### config.mk
export PLATFORM = sky130hd
export DESIGN_NAME = irqack_core
export DESIGN_NICKNAME = d
export VERILOG_FILES = /design/src/shared/irqack_pkg.sv /design/src/rtl/irqack_core.sv
export SDC_FILE = /design/constraint.sdc
export NUM_CORES = 1
export LEC_CHECK = 0
export ABC_CLOCK_PERIOD_IN_PS = 3500
export BUFFER_PORTS_ARGS = -buffer_cell sky130_fd_sc_hd__buf_2
export CAP_MARGIN = 20
export CORE_MARGIN = 3
export CORE_UTILIZATION = 42
export DETAILED_ROUTE_END_ITERATION = 7
export PLACE_DENSITY = 0.84
export SETUP_SLACK_MARGIN = 0.15
export SYNTH_ARGS = -nofsm -noshare
export SYNTH_HDL_FRONTEND = slang
export SYNTH_SLANG_ARGS = --single-unit
### constraint.sdc
create_clock -name i_sys_clk -period 3.5 [get_ports i_sys_clk]
set_clock_uncertainty 0.05 [all_clocks]
set_input_delay 0.35 -clock i_sys_clk [delete_from_list [all_inputs] [get_ports i_sys_clk]]
set_output_delay 0.35 -clock i_sys_clk [all_outputs]
set_load 0.01 [all_outputs]
### src/shared/irqack_pkg.sv
package irqack_pkg;
    localparam int unsigned NUM_GROUPS = 8;
    localparam int unsigned VEC_W = 8;
    localparam int unsigned SRC_W = 8;
    localparam logic [1:0] DRIVE_OPEN_DRAIN = 2'h0;
    localparam logic [1:0] DRIVE_PUSH_LOW = 2'h1;
    localparam logic [1:0] DRIVE_PUSH_HIGH = 2'h3;
    localparam logic [1:0] CASCADE_SLAVE = 2'h0;
    localparam logic [1:0] CASCADE_DAISY = 2'h1;
    localparam logic [2:0] VEC_GROUP_LSB = 3'h0;
    localparam logic [SRC_W-1:0] ZERO_SRC = 8'h00;

    typedef enum logic {
        IRQACK_BUS_TWO_CYCLE,
        IRQACK_BUS_STROBED
    } irqack_bus_type;

    typedef struct packed {
        logic [1:0] drive_mode;
        logic [1:0] cascade_mode;
        logic [1:0] slave_addr;
        logic [VEC_W-4:0] vec_base;
        logic port_in_irq;
    } irqack_cfg_type;

    typedef struct packed {
        logic [SRC_W-1:0] status_low;
        logic [SRC_W-1:0] status_high;
        logic [SRC_W-1:0] port_status;
    } irqack_src_type;

    typedef struct packed {
        logic [SRC_W-1:0] mask_low;
        logic [SRC_W-1:0] mask_high;
        logic [SRC_W-1:0] port_mask;
    } irqack_mask_type;
endpackage : irqack_pkg
### src/rtl/irqack_core.sv
module irqack_core (
    input wire logic i_sys_clk,
    input wire logic i_sys_rst,
    input wire irqack_pkg::irqack_cfg_type i_cfg,
    input wire irqack_pkg::irqack_bus_type i_bus_mode,
    input wire irqack_pkg::irqack_src_type i_src,
    input wire irqack_pkg::irqack_mask_type i_mask,
    input wire logic i_irq_ack_in_n,
    input wire logic i_strobe_n,
    input wire logic i_chip_sel_n,
    input wire logic i_dma_grant_chan_a_n,
    input wire logic i_dma_grant_chan_b_n,
    input wire logic i_cycle_ready,
    input wire logic i_chain_enable_in,
    input wire logic i_chain_addr_hi,
    output logic o_irq_out,
    output logic o_irq_oe_n,
    output logic o_cycle_ready_ack_out,
    output logic o_cycle_ready_ack_oe_n,
    output logic [irqack_pkg::VEC_W-1:0] o_vec_data,
    output logic o_vec_oe_n,
    output logic o_chain_enable_out,
    output logic o_chain_enable_oe_n,
    output logic [irqack_pkg::NUM_GROUPS-1:0] o_global_source_status,
    output logic o_irq_active
);
    import irqack_pkg::*;

    function automatic logic [2:0] top_group(input logic [NUM_GROUPS-1:0] g);
        logic [2:0] r;
        r = VEC_GROUP_LSB;
        for (int i = NUM_GROUPS - 1; i >= 0; i--) begin
            if (g[i]) begin
                r = 3'(i);
            end
        end
        return r;
    endfunction : top_group

    logic [NUM_GROUPS-1:0] grp;
    logic pending;
    logic daisy;
    logic chain_ok;
    logic ack_now;
    logic ack_q;
    logic ack_fall;
    logic ack_rise;
    logic accepted_q;
    logic second_q;
    logic irq_q;
    logic irq_d;
    logic ack_ok;
    logic serving;
    logic [2:0] vec_grp_q;

    // Group 0 has the highest priority; two groups per status source
    always_comb begin
        grp[0] = |(i_src.status_low[3:0] & ~i_mask.mask_low[3:0]);
        grp[1] = |(i_src.status_low[7:4] & ~i_mask.mask_low[7:4]);
        grp[2] = |(i_src.status_high[3:0] & ~i_mask.mask_high[3:0]);
        grp[3] = |(i_src.status_high[7:4] & ~i_mask.mask_high[7:4]);
        grp[4] = i_cfg.port_in_irq & |(i_src.port_status[3:0] & ~i_mask.port_mask[3:0]);
        grp[5] = i_cfg.port_in_irq & |(i_src.port_status[7:4] & ~i_mask.port_mask[7:4]);
        grp[6] = 1'b0;
        grp[7] = 1'b0;
    end

    assign pending = |grp;
    assign daisy = (i_cfg.cascade_mode == CASCADE_DAISY);
    assign chain_ok = !daisy || i_chain_enable_in;
    assign ack_now = !i_irq_ack_in_n;
    assign ack_fall = ack_now && !ack_q;
    assign ack_rise = !ack_now && ack_q;
    // Acceptance checks the slave address on both chain pins, or chain input in daisy mode
    assign ack_ok = irq_q && (daisy ? i_chain_enable_in :
                    ({i_chain_addr_hi, i_chain_enable_in} == i_cfg.slave_addr));
    assign serving = ack_now || accepted_q || second_q;

    always_ff @(posedge i_sys_clk) begin
        if (i_sys_rst) begin
            ack_q <= 1'b0;
        end else begin
            ack_q <= ack_now;
        end
    end

    // Acknowledge sequencing; two-cycle mode needs a second cycle before clearing
    // The second-cycle flag must survive into the second cycle so its rising edge can clear
    always_ff @(posedge i_sys_clk) begin
        if (i_sys_rst) begin
            accepted_q <= 1'b0;
            second_q <= 1'b0;
        end else begin
            if (ack_fall && ack_ok) begin
                accepted_q <= 1'b1;
            end else if (ack_rise && accepted_q) begin
                accepted_q <= 1'b0;
                second_q <= (i_bus_mode == IRQACK_BUS_TWO_CYCLE) && !second_q;
            end
            if (daisy && !i_chain_enable_in && !ack_now) begin
                accepted_q <= 1'b0;
                second_q <= 1'b0;
            end
        end
    end

    always_comb begin
        irq_d = irq_q;
        if (!irq_q && pending && chain_ok && !serving) begin
            irq_d = 1'b1;
        end
        if (irq_q && ack_rise && accepted_q && !pending) begin
            if (i_bus_mode == IRQACK_BUS_STROBED || second_q) begin
                irq_d = 1'b0;
            end
        end
        if (irq_q && !pending && !serving) begin
            irq_d = 1'b0;
        end
        if (daisy && !i_chain_enable_in) begin
            irq_d = 1'b0;
        end
    end

    always_ff @(posedge i_sys_clk) begin
        if (i_sys_rst) begin
            irq_q <= 1'b0;
        end else begin
            irq_q <= irq_d;
        end
    end

    // Vector group frozen at acceptance so a new source cannot change it mid-cycle
    always_ff @(posedge i_sys_clk) begin
        if (i_sys_rst) begin
            vec_grp_q <= VEC_GROUP_LSB;
        end else if (ack_fall && ack_ok) begin
            vec_grp_q <= top_group(grp);
        end
    end

    always_ff @(posedge i_sys_clk) begin
        if (i_sys_rst) begin
            o_vec_data <= '0;
            o_vec_oe_n <= 1'b1;
        end else begin
            o_vec_data <= {i_cfg.vec_base, vec_grp_q};
            if (i_bus_mode == IRQACK_BUS_STROBED) begin
                o_vec_oe_n <= !(accepted_q && ack_now && !i_strobe_n);
            end else begin
                o_vec_oe_n <= !(accepted_q && ack_now);
            end
        end
    end

    // Request pin drive style; open drain only pulls low
    always_ff @(posedge i_sys_clk) begin
        if (i_sys_rst) begin
            o_irq_out <= 1'b1;
            o_irq_oe_n <= 1'b1;
            o_irq_active <= 1'b0;
        end else begin
            o_irq_active <= irq_d;
            case (i_cfg.drive_mode)
                DRIVE_PUSH_HIGH: begin
                    o_irq_out <= irq_d;
                    o_irq_oe_n <= 1'b0;
                end
                DRIVE_PUSH_LOW: begin
                    o_irq_out <= !irq_d;
                    o_irq_oe_n <= 1'b0;
                end
                default: begin
                    o_irq_out <= 1'b0;
                    o_irq_oe_n <= !irq_d;
                end
            endcase
        end
    end

    // Chain output; driven only in daisy mode, input in slave mode
    always_ff @(posedge i_sys_clk) begin
        if (i_sys_rst) begin
            o_chain_enable_out <= 1'b0;
            o_chain_enable_oe_n <= 1'b1;
        end else begin
            o_chain_enable_oe_n <= !daisy;
            o_chain_enable_out <= i_chain_enable_in && !irq_d;
        end
    end

    // Open-drain ready: released when strobe goes inactive, or when select and acknowledge are both inactive
    always_ff @(posedge i_sys_clk) begin
        if (i_sys_rst) begin
            o_cycle_ready_ack_oe_n <= 1'b1;
        end else if (i_strobe_n || (i_chip_sel_n && i_irq_ack_in_n)) begin
            o_cycle_ready_ack_oe_n <= 1'b1;
        end else if (i_cycle_ready) begin
            o_cycle_ready_ack_oe_n <= 1'b0;
        end
    end

    // Open drain only ever pulls low, so the pin value is a constant register
    always_ff @(posedge i_sys_clk) begin
        o_cycle_ready_ack_out <= 1'b0;
    end

    always_ff @(posedge i_sys_clk) begin
        if (i_sys_rst) begin
            o_global_source_status <= '0;
        end else begin
            o_global_source_status <= grp;
        end
    end

    chk_irq_drop_chain: assert property (@(posedge i_sys_clk) disable iff (i_sys_rst)
        daisy && !i_chain_enable_in |=> !o_irq_active) else $error("request kept with chain low");
    chk_chain_out_low: assert property (@(posedge i_sys_clk) disable iff (i_sys_rst)
        o_irq_active |-> !o_chain_enable_out) else $error("chain out high with request");
    chk_ready_release: assert property (@(posedge i_sys_clk) disable iff (i_sys_rst)
        $rose(i_strobe_n) |=> o_cycle_ready_ack_oe_n) else $error("ready held after strobe");
    chk_no_unmasked: assert property (@(posedge i_sys_clk) disable iff (i_sys_rst)
        !pending && !irq_q && !o_irq_active |=> !o_irq_active) else $error("request without source");
    chk_vec_strobe: assert property (@(posedge i_sys_clk) disable iff (i_sys_rst)
        i_bus_mode == IRQACK_BUS_STROBED && i_strobe_n |=> o_vec_oe_n) else $error("vector without strobe");
    chk_status_follow: assert property (@(posedge i_sys_clk) disable iff (i_sys_rst)
        1'b1 |=> o_global_source_status == $past(grp)) else $error("status stale");
    chk_no_new_irq: assert property (@(posedge i_sys_clk) disable iff (i_sys_rst)
        !irq_q && ack_now |=> !irq_q) else $error("request raised during service");
    chk_ack_accept: assert property (@(posedge i_sys_clk) disable iff (i_sys_rst)
        ack_fall && !irq_q |=> !accepted_q) else $error("acknowledge accepted without request");
    chk_pushhigh: assert property (@(posedge i_sys_clk) disable iff (i_sys_rst)
        i_cfg.drive_mode == DRIVE_PUSH_HIGH |=> o_irq_out == o_irq_active) else $error("drive polarity");

    cov_accept: cover property (@(posedge i_sys_clk) ack_fall && ack_ok);
    cov_two_cycle: cover property (@(posedge i_sys_clk) second_q && ack_fall);
    cov_chain_abort: cover property (@(posedge i_sys_clk) irq_q && daisy && !i_chain_enable_in);
endmodule : irqack_core

# Word-level counts from Yosys, hierarchy flattened
# Index checks and enable logic that the tools add are counted.
[op_classes] eq_ne=4 n_mux=17 n_bitwise=16 n_reduce_logical=49
[ops] cell="$and A4 B4 Y4" n=6
[ops] cell="$not A4 Y4" n=6
[ops] cell="$reduce_or A4 Y1" n=6
[ops] cell="$logic_and A1 B1 Y1" n=20
[ops] cell="$mux W3" n=6
[ops] cell="$reduce_or A18 Y1" n=1
[ops] cell="$logic_not A1 Y1" n=12
[ops] cell="$mux W1" n=10
[ops] cell="$reduce_or A2 Y1" n=3
[ops] cell="$logic_or A1 B1 Y1" n=5
[ops] cell="$eq A2 B1 Y1 const B" n=2
[ops] cell="$and A1 B1 Y1" n=2
[ops] cell="$eq A2 B2 Y1" n=1
[ops] cell="$eq A2 B2 Y1 const B" n=1
[ops] cell="$not A1 Y1" n=2
[ops] cell="$pmux W1 S2" n=1
[ops] cell="$reduce_and A2 Y1" n=1
[ops] cell="$reduce_bool A2 Y1" n=1
[word_totals] ff_bits=29 input_bits=71

# Logic depth before layout (Yosys ltp)
# Gate-level depths: netlist (run 1).
[logic_depth] ltp_word=15 mapped_depth=6 depth_no_buf=5

# Worst setup path after synthesis (run 1)
# OpenSTA, ideal clock, no wires.
[synth_path] path_kind="input-to-reg" start="input i_cfg[8] (netlist bit)" end="register vec_grp_q[2]" setup_ps=67 t_arrival_ps=1805 setup_slack_ps=1578 cell_stages=6 path_buffers=1 cell_sequence="nor3b_2 -> or2_1 -> or4b_1 -> buf_2 -> or3_4 -> a21oi_2"
[synth_via] elab_chain_cells=4
[synth_lines] element="from (decl)" line="irqack_core.sv:4" text="input wire irqack_pkg::irqack_cfg_type i_cfg,"
[synth_lines] element="$eq A2 B1 Y1" line="irqack_core.sv:69" text="assign daisy = (i_cfg.cascade_mode == CASCADE_DAISY);"
[synth_lines] element="$mux W1" line="irqack_core.sv:75" text="assign ack_ok = irq_q && (daisy ? i_chain_enable_in :"
[synth_lines] element="$logic_and A1 B1 Y1" line="irqack_core.sv:75"
[synth_lines] element="$logic_and A1 B1 Y1" line="irqack_core.sv:137" text="end else if (ack_fall && ack_ok) begin"
[synth_lines] element="to (signal assigned)" line="irqack_core.sv:138" text="vec_grp_q <= top_group(grp);"
[synth_lines] element="to (decl)" line="irqack_core.sv:54" text="logic [2:0] vec_grp_q;"
# No other way between the ends.
# A chain may end at the register's enable or synchronous reset.

# Final worst setup path (run 1)
[layout_path] start="register ack_q" end="register vec_grp_q[2]"
[layout_via] elab_chain_cells=3
[layout_lines] element="from (decl)" line="irqack_core.sv:45" text="logic ack_q;"
[layout_lines] element="from (signal assigned)" line="irqack_core.sv:83" text="ack_q <= ack_now;"
[layout_lines] element="$logic_not A1 Y1" line="irqack_core.sv:72" text="assign ack_fall = ack_now && !ack_q;"
[layout_lines] element="$logic_and A1 B1 Y1" line="irqack_core.sv:72"
[layout_lines] element="$logic_and A1 B1 Y1" line="irqack_core.sv:137"
# No other way between the ends.

==> results of run 1 <==
[path summary, 6_finish.rpt]
check	to	cells past startpoint	slack (ns)
max	vec_grp_q[2]$_SDFFE_PP0P_	4	1.68
min	o_cycle_ready_ack_oe_n$_SDFFE_PP1P_	2	0.16
max reg2reg	vec_grp_q[2]$_SDFFE_PP0P_	4	1.68
min reg2reg	o_vec_oe_n$_SDFF_PP1_	1	0.42
[layer usage]
layer | wire, µm | vias up | part of all wire
met3 | 173 | 3 | 0.062
met5 | 0 | - | 0
li1 | - | 645 | -
met1 | 1117 | 535 | 0.40
met2 | 1472 | 42 | 0.53
met4 | 27 | 0 | 0.0097
[cells by family (layout without fill, tap and decap cells)]
group           after synthesis  in the layout  share of synthesized area
simple gates                 60             60                     0.2939
compound gates               29             29                     0.1837
flops                        27             27                     0.4408
buf+inv                      15            102                    0.05612
xor+xnor                      2              2                    0.01429
other cells                   1              3                   0.003058
mux                           1              1                   0.008164
[metrics by stage]
stage                       util  hold WS [ns]
after detailed placement  0.6437        0.3840
after global placement    0.6437        0.3882
after floorplan                -        0.3559
after global routing      0.6537        0.1698
after CTS                 0.6537        0.1628
final                     0.6537        0.1571
[power groups by stage]
| stage | Combinational (µW) | Sequential, µW | Clock [µW] |
|---|---|---|---|
| 2_1_floorplan | 52.0 | 339 | 0 |
| 3_3_place_gp | 115 | 332 | 0 |
| 3_5_place_dp | 117 | 332 | 0 |
| 4_1_cts | 117 | 325 | 132 |
| 5_1_grt | 130 | 327 | 143 |
| 6_report | 116 | 325 | 128 |
[cell type report]
type | count | area (µm²)
Sequential cell | 27 | 540.5
Clock buffer | 4 | 26.28
Timing Repair Buffer | 89 | 445.4
Multi-Input combinational cell | 95 | 624.3
Fill cell | 245 | 904.6
Inverter | 9 | 33.78
Tap cell | 30 | 37.54
[worst reg2reg max path, delay by kind of cell (launching register included)]
kind | cells | cell delay [ns]
AO/OA/AOI/OAI | 1 | 0.13
AND/OR/NAND/NOR | 3 | 1.26
flip-flops | 1 | 0.33
[cells in the mapped netlist (all sizes together), types with 3 or more instances]
master    n  area (µm²)
nor3b     3       27.52
dfxtp    27       540.5
nor2b    16       100.1
o21ai     3       15.01
o2111a    3       33.78
buf       4       27.52
a21oi     4       23.77
o2111ai   5       43.79
nor2      8       30.03
inv       9       33.78
nand2b   18       112.6
nand2     4       15.01
==> flow_summary.yaml, run 1 <==
finish:
  final_common_cell: "buf_2"
  reg_top3: "o_vec_data x8, o_global_source_status x6, vec_grp_q x3"
  largest_reg_flops: 8
  design_area_um2: 1708
  regMostFlops: "o_vec_data"
  drive_gt1_frac: 0.4241
  final_cell_mix: "buf_2 (89), dfxtp_1 (27), nand2b_1 (18), nor2b_1 (16), inv_1 (9)"
  syn_to_final_growth_pct: 39.29
  layout.nets: 296
  n_antenna_cell: 0
  fin_cells: 254
power_and_ir_drop:
  p_leak_uw: 0.0008447
  ir_drop_mv: 0.2584
  comb_power_share: 0.204
  p_clk_frac: 0.225
  seqPwrFrac: 0.571
  p_int_uw: 427.0
  powerDensity_nw_per_um2: 333.4
  swShare: 0.2501
  power_uw: 569.4
  p_sw_uw: 142.4
status:
  status: "finished clean"
setup_path:
  crit_arrival_ns: 2.03
  critical-path-top-delay-family: "simple AND/OR/NAND/NOR gates"
  cpPeakStageDelay_ns: 0.60
  required_ns: 3.71
  path_cells: "or2_1 -> or4b_1 -> or3_4 -> a21oi_2"
  crit_slowest_cell: "or4b_1"
  critPathLaunch: "ack_q$_SDFF_PP0_"
  worst_setup_path_start_kind: "flip-flop"
  worstSetupPathType: "reg2reg"
  endpoint_kind: "flip-flop"
  regToRegStartpoint: "ack_q$_SDFF_PP0_"
  worst-path-max-fanout: 6
  crit_buf_inv: 0
worst_hold_path:
  min_path_type: "in2reg"
  min-delay-start: "i_cycle_ready"
detailed_routing:
  drc: 0
  num_vias: 1225
  wl_per_cell_um: 10.98
  drt_iter0_drc: 15
  drtPass1Iterations: 4
  drtAntennaViolNets: 0
  vias_per_cell: 4.823
  wl_mm: 2.790
place:
  placedCellCount: 250
  io_buffers: 89
  place_area_um2: 1682
  hpwl_mm: 2.406
  place_congestion: 0.7664
  preCtsSetupSlack_ns: 1.395
clocking:
  postCtsSetupBuffers: 0
  cts_buffer_depth: 2
  clkTransAtPathRegs_ns: 0.13
  cts_root_buffer: "clkbuf_4"
  cts_resized: 0
  htreeDepth: 1
  postCtsHoldBufs: 0
  clk-insertion-delay-late_ns: 0.31
  cts_sinks: 27
  cts_buffers: 3
  tritoncts: "built"
global_routing:
  overflow: 0
  met2_usage: 0.2963
  use_met3: 0.01944
  grt_pass1_wl_mm: 4.291
  grt_usage: 0.1537
  grt_pass1_vias: 1070
  busiest_layer: "met2"
  grtUsageMet1: 0.1711
  antenna_found_initial: 0
  grt_max_degree: 26
timing:
  setup_viol: 0
  min_period_ns: 1.817
  final-max-slew-violation-count: 0
  fmax_mhz: 550.4
  timing.slew.headroom: 0.5154
  fin_tns_setup_ns: 0
  hold_violations: 0
  grt_setup_unrepaired: "no"
  setup_ws_ns: 1.683
  tightest_slew_ns: 0.7175
  period_share: 0.5191
logic_synthesis:
  syn_area_um2: 1226
  yosys.cell_types.count: 39
  seq_area_frac_synth: 0.4408
  synth_edf_count: 0
  ys_warn_count: 0
  netlist_instances: 135
  async_flop_share: 0
  ys_seq_elements: 27
  syn_area_per_cell_um2: 9.083
  ys.flop_type: "dfxtp_1"
floorplanning:
  pin_count: 95
  rows: 18
  start_util: 0.4693
  core_um2: 2613
  die_area_um2: 3604
  die_x_um: 60.03
  die_height_um: 60.03
job:
  maxCapViolCount: 0
No activity file was read; power rests on OpenSTA's default activity.
==> run 2: changes to the inputs <==
--- a/config.mk
+++ b/config.mk
@@ -5,13 +5,14 @@
 export SDC_FILE = /design/constraint.sdc
 export NUM_CORES = 1
 export LEC_CHECK = 0
-export ABC_CLOCK_PERIOD_IN_PS = 3500
+export ABC_AREA = 1
+export ABC_CLOCK_PERIOD_IN_PS = 1630
 export BUFFER_PORTS_ARGS = -buffer_cell sky130_fd_sc_hd__buf_2
 export CAP_MARGIN = 20
 export CORE_MARGIN = 3
-export CORE_UTILIZATION = 42
+export CORE_UTILIZATION = 36
 export DETAILED_ROUTE_END_ITERATION = 7
-export PLACE_DENSITY = 0.84
+export PLACE_DENSITY = 0.75
 export SETUP_SLACK_MARGIN = 0.15
 export SYNTH_ARGS = -nofsm -noshare
 export SYNTH_HDL_FRONTEND = slang
==> constraint.sdc (replaced) <==
create_clock -name i_sys_clk -period 1.63 [get_ports i_sys_clk]
set_clock_uncertainty 0.05 [all_clocks]
set_input_delay 0.163 -clock i_sys_clk [delete_from_list [all_inputs] [get_ports i_sys_clk]]
set_output_delay 0.163 -clock i_sys_clk [all_outputs]
set_load 0.01 [all_outputs]
==> flow_summary.yaml, run 2 <==
status:
  status: "finished clean"
place:
  io_buffers: 89
  place_congestion: 0.6764
  hpwl_mm: 2.404
  placedCellCount: 319
timing:
  grt_setup_unrepaired: "yes"
  hold_violations: 0
  setup_viol: 0
  period_share: 0.8930
  fin_tns_setup_ns: 0
  fmax_mhz: 687.0
  final-max-slew-violation-count: 0
  min_period_ns: 1.456
setup_path:
  crit_arrival_ns: 1.62
  crit_slowest_cell: "dlygate4sd3_1"
  required_ns: 1.80
  worst-path-max-fanout: 6
  cp_common_cell: "dlygate4sd3_1"
  path_cells: "dlygate4sd3_1 -> buf_2 -> inv_2 -> nand3_1 -> dlygate4sd3_1"
  worst_setup_path_start_kind: "primary input"
  endpoint_kind: "flip-flop"
  worstSetupPathType: "in2reg"
  cpPeakStageDelay_ns: 0.56
  regToRegStartpoint: "accepted_q$_SDFFE_PP0P_"
  critPathLaunch: "i_sys_rst"
power_and_ir_drop:
  power_uw: 1279
  ir_drop_mv: 0.2941
  p_leak_uw: 0.001084
  powerDensity_nw_per_um2: 671.4
floorplanning:
  start_util: 0.3802
  rows: 21
  pin_count: 95
  die_height_um: 66.07
  die_x_um: 66.07
  core_um2: 3416
  die_area_um2: 4365
detailed_routing:
  wl_per_cell_um: 8.768
  wl_mm: 2.911
  drc: 0
  vias_per_cell: 4.054
  drt_iter0_drc: 50
  num_vias: 1346
  drtAntennaViolNets: 0
  drtPass1Iterations: 4
logic_synthesis:
  synth_area_leaders: "dfxtp_1 (42%), nand2_1 (12%), inv_1 (11%)"
  synthMostInstantiatedCell: "nand2_1"
  synth_area_leader_cell: "dfxtp_1"
  syn_area_um2: 1299
  synth_top_area_frac: 0.4162
  netlist_instances: 186
  ys_seq_elements: 27
  seq_area_frac_synth: 0.4162
  synth_common_cells: "nand2_1 (42), inv_1 (38), dfxtp_1 (27)"
  syn_area_per_cell_um2: 6.983
  async_flop_share: 0
  ys.flop_type: "dfxtp_1"
  synth_edf_count: 0
  yosys.cell_types.count: 22
  ys_warn_count: 0
finish:
  largest_reg_flops: 8
  final_common_cell: "buf_2"
  layout.nets: 358
  reg_top3: "o_vec_data x8, o_global_source_status x6, vec_grp_q x3"
  final_cell_mix: "buf_2 (89), nand2_1 (42), inv_1 (37), dfxtp_1 (27), nor2_1 (22)"
  n_antenna_cell: 0
  drive_gt1_frac: 0.4301
  syn_to_final_growth_pct: 46.63
  regMostFlops: "o_vec_data"
  fin_cells: 332
worst_hold_path:
  min-delay-start: "i_strobe_n"
  min_path_type: "in2reg"
clocking:
  cts_buffer_depth: 2
  postCtsSetupBuffers: 0
  clkTransAtPathRegs_ns: 0.13
  cts_buffers: 3
  tritoncts: "built"
  cts_root_buffer: "clkbuf_4"
  clk-insertion-delay-late_ns: 0.31
  htreeDepth: 1
  cts_sinks: 27
job:
  maxCapViolCount: 0
global_routing:
  grt_usage: 0.1408
  overflow: 0
  grt_max_degree: 16
  grt_pass1_wl_mm: 4.823
  grt_pass1_vias: 1236
  antenna_found_initial: 0
[run 2: cell count changes after synthesis, sizes merged, moves of 3 or more]
cell,change
inv,+31
nor2b,-16
nand2b,-18
o2111ai,-5
nand2,+50
o21ai,+7
nor2,+23
o2111a,-3
nand3,+6
nor3b,-3
[run 2: worst paths after layout]
path / to / slack, ns / depth (start not counted)
max: o_chain_enable_oe_n$_SDFF_PP1_ / 0.17 / 5
min reg2reg: o_vec_data[1]$_SDFF_PP0_ / 0.38 / 2
max reg2reg: o_irq_out$_SDFF_PP1_ / 0.49 / 6
min: o_cycle_ready_ack_oe_n$_SDFFE_PP1P_ / 0.01 / 3
[run 2: critical path, delay by kind of cell]
| family | cells | cell delay, ns |
|---|---|---|
| buffers and inverters | 4 | 1.39 |
| AND/OR/NAND/NOR | 1 | 0.08 |
[run 2: logic make-up after synthesis]
family,count (synthesis),share of synthesized area
simple gates,96,0.3603
compound gates,15,0.06551
xor+xnor,2,0.01349
flops,27,0.4162
buf+inv,45,0.1416
other cells,1,0.002887
[run 2: final cells by class]
cell class / instances / area (µm²)
multi-input cells: 116 / 586.8
repair buffers: 99 / 543.0
well taps: 46 / 57.56
inverters: 40 / 150.1
flip-flops and latches: 27 / 540.5
fillers: 342 / 1511
clock buffers: 4 / 26.28
[run 2: what timing repair did]
item	in CTS	in global routing
resized for setup	0	2
setup endpoints to repair	0	2
hold buffers	9	0
hold endpoints to repair	8	0
[run 2: metrics by stage]
stage / area (µm²) / utilization / worst slack [ns] / hold WS, ns
final: 1904 / 0.5575 / 0.1744 / 0.01361
after global placement: 1783 / 0.5220 / 0.4874 / 0.3154
after floorplan: 1306 / - / 0.6112 / 0.1984
after global routing: 1904 / 0.5575 / 0.1441 / 0.03604
after CTS: 1899 / 0.5560 / 0.1615 / 0.002279
after detailed placement: 1783 / 0.5220 / 0.4676 / 0.3194
[run 2: per-layer routing]
metal	wire length (µm)	vias up	GRT usage	part of all wire
li1	-	742	-	-
met1	1096	547	0.1554	0.38
met5	0	-	0	0
met2	1553	55	0.2653	0.53
met4	30	0	0.05330	0.010
met3	231	2	0.02381	0.079
[run 2: report_power, final]
group | internal [µW] | switching, µW
combinational | 146 | 155
sequential | 691 | 10.2
clock | 95.6 | 181
